<file path="config.mk">
export PLATFORM = sky130hd
export DESIGN_NAME = dec_filter
export DESIGN_NICKNAME = d
export VERILOG_FILES = /design/src/rtl/dfilt_pkg.sv /design/src/rtl/dec_filter.sv
export SDC_FILE = /design/constraint.sdc
export NUM_CORES = 1
export LEC_CHECK = 0
export ABC_CLOCK_PERIOD_IN_PS = 25000
export BUFFER_PORTS_ARGS = -buffer_cell sky130_fd_sc_hd__buf_2
export CAP_MARGIN = 10
export CORE_ASPECT_RATIO = 1.5
export CORE_MARGIN = 1
export CORE_UTILIZATION = 55
export CTS_BUF_LIST = sky130_fd_sc_hd__clkbuf_4 sky130_fd_sc_hd__clkbuf_8
export CTS_CLUSTER_SIZE = 12
export DETAILED_ROUTE_END_ITERATION = 8
export PLACE_DENSITY = 0.83
export SLEW_MARGIN = 15
export SYNTH_ARGS = -nofsm -noshare
export SYNTH_HDL_FRONTEND = slang
export SYNTH_SLANG_ARGS = --single-unit
</file>
<file path="constraint.sdc">
create_clock -name sys_clk -period 25 [get_ports sys_clk]
set_clock_uncertainty 0.15 [all_clocks]
set_input_delay 5 -clock sys_clk [delete_from_list [all_inputs] [get_ports sys_clk]]
set_output_delay 5 -clock sys_clk [all_outputs]
set_load 0.005 [all_outputs]
</file>
<file path="src/rtl/dfilt_pkg.sv">
// Constants and types of the per-channel decimation filter.
// Assumes one clock, the main clock, which also paces the modulator bit strobe.
package dfilt_pkg;
	// ****************************************
	// Widths
	// ****************************************
	localparam int RES_W = 24;
	localparam int ACC_W = 31;
	localparam int FAST_W = 15;
	localparam int POST_W = 28;
	localparam int CNT_W = 14;
	localparam int SET_W = 16;
	localparam int FIFO_DEPTH = 16;
	// ****************************************
	// Ratio decode (log2 of the ratio)
	// ****************************************
	localparam logic [3:0] LOG_RATIO_DOUBLE = 4'h6;
	localparam logic [3:0] LOG_RATIO_BASE = 4'h7;
	localparam logic [3:0] LOG_SINC3_MAX = 4'hA;
	localparam logic [4:0] SINC3_ORDER = 5'h3;
	localparam logic [4:0] NORM_TOP = 5'h1E;
	// ****************************************
	// Settling time, in main clock periods
	// ****************************************
	localparam int SETTLE_SINC3_MULT = 3;
	localparam int SETTLE_FIXED_CLK = 48;
	localparam int SETTLE_R2048_CLK = 6192;
	localparam int SETTLE_R4096_CLK = 10288;
	localparam int SETTLE_R8192_CLK = 18480;
	localparam int SETTLE_R16384_CLK = 34864;
	// ****************************************
	// Output path, Gray coded along start-up
	// ****************************************
	typedef enum logic [1:0] {
		PATH_FAST0 = 2'b00,
		PATH_FAST1 = 2'b01,
		PATH_SINC3 = 2'b11
	} path_t;
endpackage : dfilt_pkg

</file>
<file path="src/rtl/dec_filter.sv">
// Decimation filter of one channel: fast sinc1 path, sinc3 path, sinc1 post stage, result FIFO.
// Assumes modulator bits and configuration come from logic on sys_clk; ratio changes only in standby.
`timescale 1ns/1ns
`default_nettype none

// ****************************************
// Result FIFO
// ****************************************
module fifo_buf #(
	parameter int W = 24,
	parameter int D = 16
) (
	// Clock and reset
	input wire logic sys_clk,
	input wire logic nrst,
	// Fill side
	input wire logic in_valid,
	output logic in_ready,
	input wire logic [W-1:0] in_data,
	// Drain side
	output logic out_valid,
	input wire logic out_ready,
	output logic [W-1:0] out_data
);
	localparam int AW = $clog2(D);
	logic [W-1:0] mem [D];
	logic [AW-1:0] wr_r, wr_nxt, rd_r, rd_nxt;
	logic [AW:0] cnt_r, cnt_nxt;
	logic rdy_r, rdy_nxt, val_r, val_nxt, push, pop;

	// Pointer and level update; flags are registered so both sides see flop outputs
	always_comb begin
		push = in_valid && rdy_r;
		pop = val_r && out_ready;
		wr_nxt = push ? AW'(wr_r + 1'b1) : wr_r;
		rd_nxt = pop ? AW'(rd_r + 1'b1) : rd_r;
		cnt_nxt = (AW+1)'(cnt_r + {{AW{1'b0}}, push} - {{AW{1'b0}}, pop});
		rdy_nxt = cnt_nxt != (AW+1)'(D);
		val_nxt = cnt_nxt != '0;
	end

	always_ff @(posedge sys_clk or negedge nrst) begin
		if (!nrst) begin
			wr_r <= '0;
			rd_r <= '0;
			cnt_r <= '0;
			rdy_r <= 1'b1;
			val_r <= 1'b0;
		end else begin
			wr_r <= wr_nxt;
			rd_r <= rd_nxt;
			cnt_r <= cnt_nxt;
			rdy_r <= rdy_nxt;
			val_r <= val_nxt;
		end
	end

	// Storage has no reset; only words below the level are ever read
	always_ff @(posedge sys_clk) begin
		if (push) begin
			mem[wr_r] <= in_data;
		end
	end

	assign in_ready = rdy_r;
	assign out_valid = val_r;
	assign out_data = mem[rd_r];
endmodule : fifo_buf

module dec_filter import dfilt_pkg::*; #(
	parameter int SETTLE_R2048 = SETTLE_R2048_CLK,
	parameter int SETTLE_R4096 = SETTLE_R4096_CLK,
	parameter int SETTLE_R8192 = SETTLE_R8192_CLK,
	parameter int SETTLE_R16384 = SETTLE_R16384_CLK
) (
	// Clock and reset
	input wire logic sys_clk,
	input wire logic nrst,
	// Configuration
	input wire logic [2:0] decimation_ratio_select,
	input wire logic double_rate,
	input wire logic restart,
	// Modulator bitstream
	input wire logic mod_bit,
	input wire logic mod_valid,
	output logic mod_ready,
	// Conversion results
	output logic [RES_W-1:0] res_data,
	output logic res_valid,
	input wire logic res_ready,
	// Status
	output logic fast_path_active,
	output logic settle_pending
);
	// ****************************************
	// Helpers
	// ****************************************
	function automatic logic [CNT_W-1:0] mask_of(input logic [3:0] k);
		return CNT_W'((15'h1 << k) - 15'h1);
	endfunction : mask_of
	// Scale a sum with full scale 2^sh to full scale 2^30, keep the top result bits
	function automatic logic [RES_W-1:0] norm(input logic [ACC_W-1:0] v, input logic [4:0] sh);
		logic [ACC_W-1:0] t;
		t = v << (NORM_TOP - sh);
		return t[ACC_W-1:ACC_W-RES_W];
	endfunction : norm
	function automatic logic [SET_W-1:0] settle_len(input logic [3:0] k);
		case (k)
			4'hB: settle_len = SET_W'(SETTLE_R2048);
			4'hC: settle_len = SET_W'(SETTLE_R4096);
			4'hD: settle_len = SET_W'(SETTLE_R8192);
			4'hE: settle_len = SET_W'(SETTLE_R16384);
			default: settle_len = SET_W'(SETTLE_SINC3_MULT * (32'h1 << k) + SETTLE_FIXED_CLK);
		endcase
	endfunction : settle_len

	// ****************************************
	// Filter state
	// ****************************************
	path_t path_r, path_nxt;
	logic [ACC_W-1:0] i1_r, i1_nxt, i2_r, i2_nxt, i3_r, i3_nxt;
	logic [ACC_W-1:0] z1_r, z1_nxt, z2_r, z2_nxt, z3_r, z3_nxt, c1, c2, c3;
	logic [FAST_W-1:0] f_r, f_nxt, f_sum;
	logic [POST_W-1:0] p_r, p_nxt, p_sum;
	logic [CNT_W-1:0] fc_r, fc_nxt, mask, mask3;
	logic [SET_W-1:0] settle_r, settle_nxt;
	logic [3:0] k, k3, mlog;
	logic [RES_W-1:0] s3n, fast_val, sinc_val, conv_val;
	logic accept, s3_tick, conv_tick, fast_r, fast_nxt, pend_r, pend_nxt;
	logic f_in_ready, f_out_valid, f_pop;
	logic [RES_W-1:0] f_out_data;
	// Ratio decode, both paths and path selection
	always_comb begin
		k = double_rate ? LOG_RATIO_DOUBLE : 4'(LOG_RATIO_BASE + {1'b0, decimation_ratio_select});
		k3 = (k > LOG_SINC3_MAX) ? LOG_SINC3_MAX : k;
		mlog = 4'(k - k3);
		mask = mask_of(k);
		mask3 = mask_of(k3);
		accept = mod_valid && f_in_ready;
		s3_tick = accept && ((fc_r & mask3) == mask3);
		conv_tick = accept && (fc_r == mask);
		// Three differencers on the decimated third integrator
		c1 = ACC_W'(i3_r - z1_r);
		c2 = ACC_W'(c1 - z2_r);
		c3 = ACC_W'(c2 - z3_r);
		s3n = norm(c3, 5'(SINC3_ORDER * {1'b0, k3}));
		f_sum = FAST_W'(f_r + {{(FAST_W-1){1'b0}}, mod_bit});
		fast_val = norm(ACC_W'(f_sum), {1'b0, k});
		p_sum = POST_W'(p_r + {{(POST_W-RES_W){1'b0}}, s3n});
		sinc_val = (mlog == 4'h0) ? s3n : RES_W'(p_sum >> mlog);
		conv_val = (path_r == PATH_SINC3) ? sinc_val : fast_val;
		{i1_nxt, i2_nxt, i3_nxt} = {i1_r, i2_r, i3_r};
		{z1_nxt, z2_nxt, z3_nxt} = {z1_r, z2_r, z3_r};
		{f_nxt, p_nxt, fc_nxt} = {f_r, p_r, fc_r};
		path_nxt = path_r;
		// Both paths integrate every bit, whichever one is selected
		if (accept) begin
			i1_nxt = ACC_W'(i1_r + {{(ACC_W-1){1'b0}}, mod_bit});
			i2_nxt = ACC_W'(i2_r + i1_r);
			i3_nxt = ACC_W'(i3_r + i2_r);
			f_nxt = conv_tick ? '0 : f_sum;
			fc_nxt = conv_tick ? '0 : CNT_W'(fc_r + 1'b1);
		end
		if (s3_tick) begin
			z1_nxt = i3_r;
			z2_nxt = c1;
			z3_nxt = c2;
			p_nxt = conv_tick ? '0 : p_sum;
		end
		if (conv_tick) begin
			case (path_r)
				PATH_FAST0: path_nxt = PATH_FAST1;
				PATH_FAST1: path_nxt = PATH_SINC3;
				default: path_nxt = PATH_SINC3;
			endcase
		end
		// Restart clears the filter history but not the start-up path choice
		if (restart) begin
			{i1_nxt, i2_nxt, i3_nxt, z1_nxt, z2_nxt, z3_nxt} = '0;
			{f_nxt, p_nxt, fc_nxt} = '0;
		end
		fast_nxt = path_nxt != PATH_SINC3;
		// Settling is reported as a status only; results are never held back
		if (restart) begin
			settle_nxt = settle_len(k);
		end else if (settle_r != '0) begin
			settle_nxt = SET_W'(settle_r - 1'b1);
		end else begin
			settle_nxt = settle_r;
		end
		pend_nxt = settle_nxt != '0;
	end

	always_ff @(posedge sys_clk or negedge nrst) begin
		if (!nrst) begin
			path_r <= PATH_FAST0;
			{i1_r, i2_r, i3_r, z1_r, z2_r, z3_r} <= '0;
			{f_r, p_r, fc_r} <= '0;
			fast_r <= 1'b1;
			settle_r <= '0;
			pend_r <= 1'b0;
		end else begin
			path_r <= path_nxt;
			{i1_r, i2_r, i3_r, z1_r, z2_r, z3_r} <= {i1_nxt, i2_nxt, i3_nxt, z1_nxt, z2_nxt, z3_nxt};
			{f_r, p_r, fc_r} <= {f_nxt, p_nxt, fc_nxt};
			fast_r <= fast_nxt;
			settle_r <= settle_nxt;
			pend_r <= pend_nxt;
		end
	end

	// ****************************************
	// Result buffer and output register
	// ****************************************
	// Full FIFO stalls the modulator strobe, so no result is dropped
	fifo_buf #(.W(RES_W), .D(FIFO_DEPTH)) u_fifo (
		.sys_clk(sys_clk),
		.nrst(nrst),
		.in_valid(conv_tick),
		.in_ready(f_in_ready),
		.in_data(conv_val),
		.out_valid(f_out_valid),
		.out_ready(f_pop),
		.out_data(f_out_data)
	);
	logic res_valid_r, res_valid_nxt;
	logic [RES_W-1:0] res_data_r, res_data_nxt;

	// One output stage so the result port is a flop
	always_comb begin
		f_pop = f_out_valid && (!res_valid_r || res_ready);
		res_valid_nxt = f_pop || (res_valid_r && !res_ready);
		res_data_nxt = f_pop ? f_out_data : res_data_r;
	end

	always_ff @(posedge sys_clk or negedge nrst) begin
		if (!nrst) begin
			res_valid_r <= 1'b0;
			res_data_r <= '0;
		end else begin
			res_valid_r <= res_valid_nxt;
			res_data_r <= res_data_nxt;
		end
	end

	assign res_valid = res_valid_r;
	assign res_data = res_data_r;
	assign mod_ready = f_in_ready;
	assign fast_path_active = fast_r;
	assign settle_pending = pend_r;
endmodule : dec_filter

`default_nettype wire

</file>
# Yosys cells after proc, flatten, opt, wreduce, memory -nomap -nowiden
# Memories as Yosys holds them, arrays and structs flattened. A register that Yosys moved wholly into a read port is not among the register bits.
# Index checks and enable logic that the tools add are counted.
[op_classes]
mul = 2
n_mux = 32
bitwise_logic = 1
n_addsub = 21
n_eq_ne = 9
n_reduce_logical = 19
magnitude_cmp = 1
shift = 6
[ops]
columns = ["cell", "n"]
rows = [
  ["31-bit 2-to-1 mux", 12],
  ["31-bit subtractor", 3],
  ["28-bit 2-to-1 mux", 3],
  ["16-bit case mux with 4 select lines", 1],
  ["31-bit adder", 2],
  ["24-bit 2-to-1 mux", 2],
  ["15-bit 2-to-1 mux", 3],
  ["14-bit 2-to-1 mux", 3],
  ["2-bit by 32-bit multiplier with 16-bit output (first input constant)", 1],
  ["16-bit 2-to-1 mux", 2],
  ["16-bit nonzero test", 2],
  ["1-bit by 4-bit left shift with 32-bit output (first input constant)", 1],
  ["31-bit by 1-bit adder with 31-bit output", 1],
  ["15-bit by 5-bit left shift with 31-bit output", 1],
  ["31-bit by 5-bit left shift with 31-bit output", 1],
  ["28-bit by 24-bit adder with 28-bit output", 1],
  ["14-bit == test", 2],
  ["1-bit by 4-bit left shift with 14-bit output (first input constant)", 2],
  ["28-bit by 4-bit >> shifter with 24-bit output", 1],
  ["14-bit by 1-bit subtractor with 14-bit output (second input constant)", 2],
  ["16-bit by 6-bit adder with 16-bit output (second input constant)", 1],
  ["4-bit == test (second input constant)", 4],
  ["16-bit by 1-bit subtractor with 16-bit output (second input constant)", 1],
  ["15-bit by 1-bit adder with 15-bit output", 1],
  ["other kinds (24)", 38],
]
[totals]
output_inout_bits = 28
elab_cells = 111
n_memories = 1
in_bits = 10
regBits = 279
ram_bits = 384
[mem_list]
columns = ["memory", "words", "width", "read_ports", "rd_ports_with_merged_regs", "wr", "line_no", "rtl"]
rows = [
  ["u_fifo.mem", 16, 24, 1, 1, 1, "dec_filter.sv:26", "logic [W-1:0] mem [D];"],
]

# Depth between registers and ports, before layout
[depth]
word_depth = 11
depth_mapped = 48
depth_no_buf = 46

# Hierarchy
# From an unflattened synthesis, not the netlist that was laid out.
[hier_totals]
hier_cells = 4177
area_unflattened_um2 = 42512.0
[by_module_without_submodules]
columns = ["mod", "area_each_um2", "instances", "cells_per_inst", "seq_area_each_um2"]
rows = [
  ["dec_filter", 26968.4, 1, 3386, 7208.2],
  ["fifo_buf", 15543.7, 1, 791, 11907.7],
]

# Least setup slack after synthesis
# OpenSTA, ideal clock, no wires.
[synth_timing]
path_kind = "input port to flip-flop"
from = "input port double_rate"
to = "memory u_fifo.mem[0][7] (data pin)"
setup_ps = 348
path_slack_ps = 12518
cell_stages = 34
n_path_buf = 8
t_arrival_ps = 11984
required_time_ps = 24502
cell_sequence = "clkbuf_1 > nor2_1 > inv_1 > clkbuf_1 > buf_1 > ha_1 > inv_1 > o31ai_1 > o21ai_1 > clkbuf_1 > buf_1 > ha_1 > clkbuf_1 > a21oi_1 > nor2_1 > a21oi_1 > xnor2_1 > buf_2 > buf_1 > a21oi_1 > nor2_1 > ha_1 > nor2b_1 > o21a_1 > o21a_1 > o211a_1 > or3_1 > o21ai_0 > xor2_1 > nor2_1 > a21oi_1 > nand2_1 > o21ai_0 > a221oi_1"
[synth_via]
elab_chain_cells = 10
word_cells_on_any_way = 14
classes_between = "4 x add/sub; 1 x mul; 1 x order compare; 3 x shift; 4 x mux; 1 x reduce/logical"
[synth_rtl]
columns = ["item", "line_no", "rtl"]
rows = [
  ["start, declared", "dec_filter.sv:81", "input wire logic double_rate,"],
  ["4-bit 2-to-1 mux (*)", "dec_filter.sv:134", "k = double_rate ? LOG_RATIO_DOUBLE : 4'(LOG_RATIO_BASE + {1'b0, decimation_ratio_select});"],
  ["4-bit > comparator", "dec_filter.sv:135", "k3 = (k > LOG_SINC3_MAX) ? LOG_SINC3_MAX : k;"],
  ["4-bit 2-to-1 mux", "dec_filter.sv:135", ""],
  ["2-bit by 4-bit multiplier with 5-bit output", "dec_filter.sv:146", "s3n = norm(c3, 5'(SINC3_ORDER * {1'b0, k3}));"],
  ["5-bit subtractor", "dec_filter.sv:104", "t = v << (NORM_TOP - sh);"],
  ["31-bit by 5-bit left shift with 31-bit output", "dec_filter.sv:104", ""],
  ["28-bit by 24-bit adder with 28-bit output", "dec_filter.sv:149", "p_sum = POST_W'(p_r + {{(POST_W-RES_W){1'b0}}, s3n});"],
  ["28-bit by 4-bit >> shifter with 24-bit output", "dec_filter.sv:150", "sinc_val = (mlog == 4'h0) ? s3n : RES_W'(p_sum >> mlog);"],
  ["24-bit 2-to-1 mux", "dec_filter.sv:150", ""],
  ["24-bit 2-to-1 mux (*)", "dec_filter.sv:151", "conv_val = (path_r == PATH_SINC3) ? sinc_val : fast_val;"],
  ["via conv_val[7]", "dec_filter.sv:128", "logic [RES_W-1:0] s3n, fast_val, sinc_val, conv_val;"],
  ["end, declared", "dec_filter.sv:26", ""],
]
# The timed path passes the listed nets; every way through them passes the cells marked *.

# Final worst setup path
[layout_timing]
from = "input port double_rate"
to = "memory u_fifo.mem[8][13] (data pin)"
# Same word-level chain as after synthesis.

==> results.json <==
{
  "run_status": "complete, no violations",
  "ys_ff_latch": 687,
  "io_buffers": 37,
  "syn2layout_area_growth_pct": 8.17,
  "clkPwrFrac": 0.187,
  "yosys_warnings": 0,
  "cp.required_ns": 25.24,
  "first_pass_iters": 7,
  "cts_buffers": 102,
  "cts_tree": "built",
  "switching_share": 0.440,
  "synth.area.top_cells": "edfxtp_1 (27%), dfrtp_1 (18%), ha_1 (7.3%), mux4_2 (6.4%), nand2_1 (3.6%)",
  "design_area_um2": 46300,
  "grt_overflow": 0,
  "drive_gt1_frac": 0.111,
  "r2r_slack_ns": 13.56,
  "timing.setup.tns_ns": 0,
  "place_area_um2": 44000,
  "setup_viol": 0,
  "antenna_left": 0,
  "seqPwrFrac": 0.245,
  "post-cts-setup-buffers": 0,
  "clockBufferDepth": 3,
  "final_hold_viol_count": 0,
  "comb_power_share": 0.569,
  "worst_pin_slew_ns": 1.22,
  "fill_cells": 6200,
  "die_w_um": 230,
  "dp_hpwl_mm": 78.2,
  "netlist.area_leader.share": 0.269,
  "rsz0062_at_grt": "no",
  "worst_skew_pair.late_latency_ns": 0.78,
  "syn_inst": 4157,
  "postLayoutCoreUtil": 0.604,
  "final_nets": 4423,
  "grt_first_pass_wirelength_mm": 175,
  "period_minus_slack_ns": 13.30,
  "yosysSeqAreaShare": 0.447,
  "grt_pass1_vias": 33100,
  "drv_cap": 0,
  "num_vias": 32800,
  "detail_route.wl_per_cell_um": 21.2,
  "die_area_um2": 79000,
  "power_density_nw_per_um2": 114,
  "worstPathArrival_ns": 13.54,
  "ys_types": 92,
  "clockRootBuffer": "clkbuf_8",
  "h-tree-depth": 3,
  "initial_core_util": 0.559,
  "synth-edff-count": 384,
  "max_slew_margin": 0.186,
  "power.switching_w": 0.00233,
  "pin_count": 38,
  "power_leakage_nw": 19.6,
  "hold_ws_ns": 0.319,
  "path_max_fanout": 42,
  "die_h_um": 344,
  "worst_setup_path_start_kind": "input pin",
  "async_reset_ff_frac": 0.441,
  "yosys.area.top_type": "edfxtp_1",
  "std_cell_rows": 124,
  "routed_via_density": 6.24,
  "wl_mm": 111,
  "path_clk_slew_ns": 0.06,
  "grt_usage": 0.283,
  "avgSynthCellArea_um2": 10.3,
  "slew_violations": 0,
  "fmax_mhz": 75.2,
  "finalCritPeriodShare": 0.532,
  "syn-num-nets": 4424,
  "yosys_most_used_dff": "edfxtp_1",
  "cts.sinks": 687,
  "routabilityCongestion": 1.03,
  "hold_buffers": 0,
  "synth_area_um2": 42800,
  "yosysMostFrequentCell": "nand2_1",
  "synthTopCellsByCount": "nand2_1 (406), nor2_1 (391), edfxtp_1 (384), dfrtp_1 (301), a21oi_1 (278)",
  "ir_worst_vdd_v": 0.0000916,
  "p_int_w": 0.00296,
  "min_path_type": "reg -> reg",
  "drtIter0Drc": 2089,
  "ctsResizeCount": 0,
  "crit_type": "in -> reg",
  "end_kind": "flip-flop",
  "drc": 0,
  "grt_antenna_before_repair": 7,
  "core_area_um2": 76600,
  "grt_max_degree": 148
}
## through the flow
stage / worst slack (ns) / total power (W) / std cells
after detailed placement: 11.17 / 0.00427 / 5059
after global routing: 11.01 / 0.00564 / 5254
after global placement: 11.44 / 0.00423 / 5059
after CTS: 11.94 / 0.00527 / 5250
final: 11.70 / 0.00529 / 5254
after floorplan: 12.52 / 0.00355 / 4157
## power groups by stage
stage                     sequential (W)  combinational, W  clock, W
final                            0.00129           0.00301  0.000989
after global routing             0.00130           0.00329   0.00105
after CTS                        0.00130           0.00297   0.00101
after detailed placement         0.00132           0.00295         0
after global placement           0.00131           0.00292         0
after floorplan                  0.00128           0.00226         0
## sequential cells by signal, indices dropped and copies added (netlist names)
name              flops
u_fifo.mem          384
i1_r                 31
i2_r                 31
i3_r                 31
z1_r                 31
z2_r                 31
z3_r                 31
p_r                  28
res_data             24
settle_r             16
f_r                  15
fc_r                 14
u_fifo.cnt_r          5
u_fifo.rd_r           4
u_fifo.wr_r           4
path_r                2
fast_path_active      1
res_valid             1
settle_pending        1
u_fifo.in_ready       1
u_fifo.out_valid      1
## path summary, 6_finish.rpt
check	cells after the start	from	end
setup reg to reg	37	i3_r[1]	u_fifo.mem[8][13]
max in group asynchronous	3	nrst	i1_r[7]
setup / recovery	27	double_rate	u_fifo.mem[8][13]
hold / removal	2	res_data[13]	res_data[13]
hold reg to reg	2	res_data[13]	res_data[13]
min in group asynchronous	1	nrst	u_fifo.rd_r[0]
## critical path, cell delays in order
cell and delay (ns):
buf_2 0.21, nor2_1 0.09, inv_1 0.67, ha_1 0.42
inv_1 0.10, o31ai_1 0.36, o21ai_2 0.08, buf_4 0.25
inv_2 0.55, nor2_1 0.25, nor2_1 0.88, nand2_1 0.10
and3_1 0.20, a31oi_1 0.18, a21oi_1 0.21, and2_1 0.24
ha_1 0.31, o21ai_0 0.33, a21oi_1 0.19, o211ai_1 0.20
nand2_1 0.20, a221oi_1 0.50, o21ai_0 0.30, a22o_1 0.30
a21oi_1 0.16, o221ai_1 0.33, o22ai_1 0.89
## placed cells by master (no fill, tap or decap), types with 14 or more instances in the layout
cell type	synthesis	final
a211oi_1	55	55
a21o_1	117	117
a21oi_1	278	278
a22o_1	35	35
a31oi_1	37	37
and2_1	28	27
and3_1	33	33
and4_1	14	14
buf_2	6	35
buf_4	0	57
clkbuf_4	0	28
clkbuf_8	0	117
clkinv_1	0	21
dfrtp_1	301	297
edfxtp_1	384	384
ha_1	249	249
inv_1	184	184
mux2i_1	121	121
mux4_2	122	122
nand2_1	406	405
nand2b_1	52	52
nand3_1	85	84
nand4_1	31	31
nor2_1	391	377
nor2_2	1	14
nor2b_1	34	33
nor3_1	74	70
o211ai_1	19	19
o21a_1	41	41
o21ai_0	210	209
o21ai_1	36	36
o21bai_1	22	22
o221ai_1	14	14
o22ai_1	31	31
o31ai_1	35	35
or3_1	35	35
xnor2_1	160	160
xor2_1	79	79
## routing by layer
layer  part of all wire  track usage
met3              0.051       0.0453
met4              0.059        0.174
met2               0.53        0.533
met1               0.36        0.291
met5            0.00031            0
## kinds of logic after synthesis
group / synth area share
mux: 0.0959
fa+ha+maj: 0.0765
simple gates: 0.132
xor+xnor: 0.0493
flops: 0.447
compound gates: 0.165
other cells: 0.0000876
buf+inv: 0.0345
## area by class of cell
| cell class | count | area (um2) | share of cell area |
|---|---|---|---|
| Inverter | 188 | 706 | 0.0152 |
| Multi-Input combinational cell | 3081 | 22300 | 0.482 |
| Tap cell | 1008 | 1260 | 0.0272 |
| Clock buffer | 144 | 1810 | 0.0392 |
| Clock inverter | 47 | 430 | 0.00930 |
| Timing Repair Buffer | 96 | 657 | 0.0142 |
| Antenna cell | 3 | 7.51 | 0.000162 |
| Sequential cell | 687 | 19100 | 0.413 |
Power figures use the tool's default switching activity.
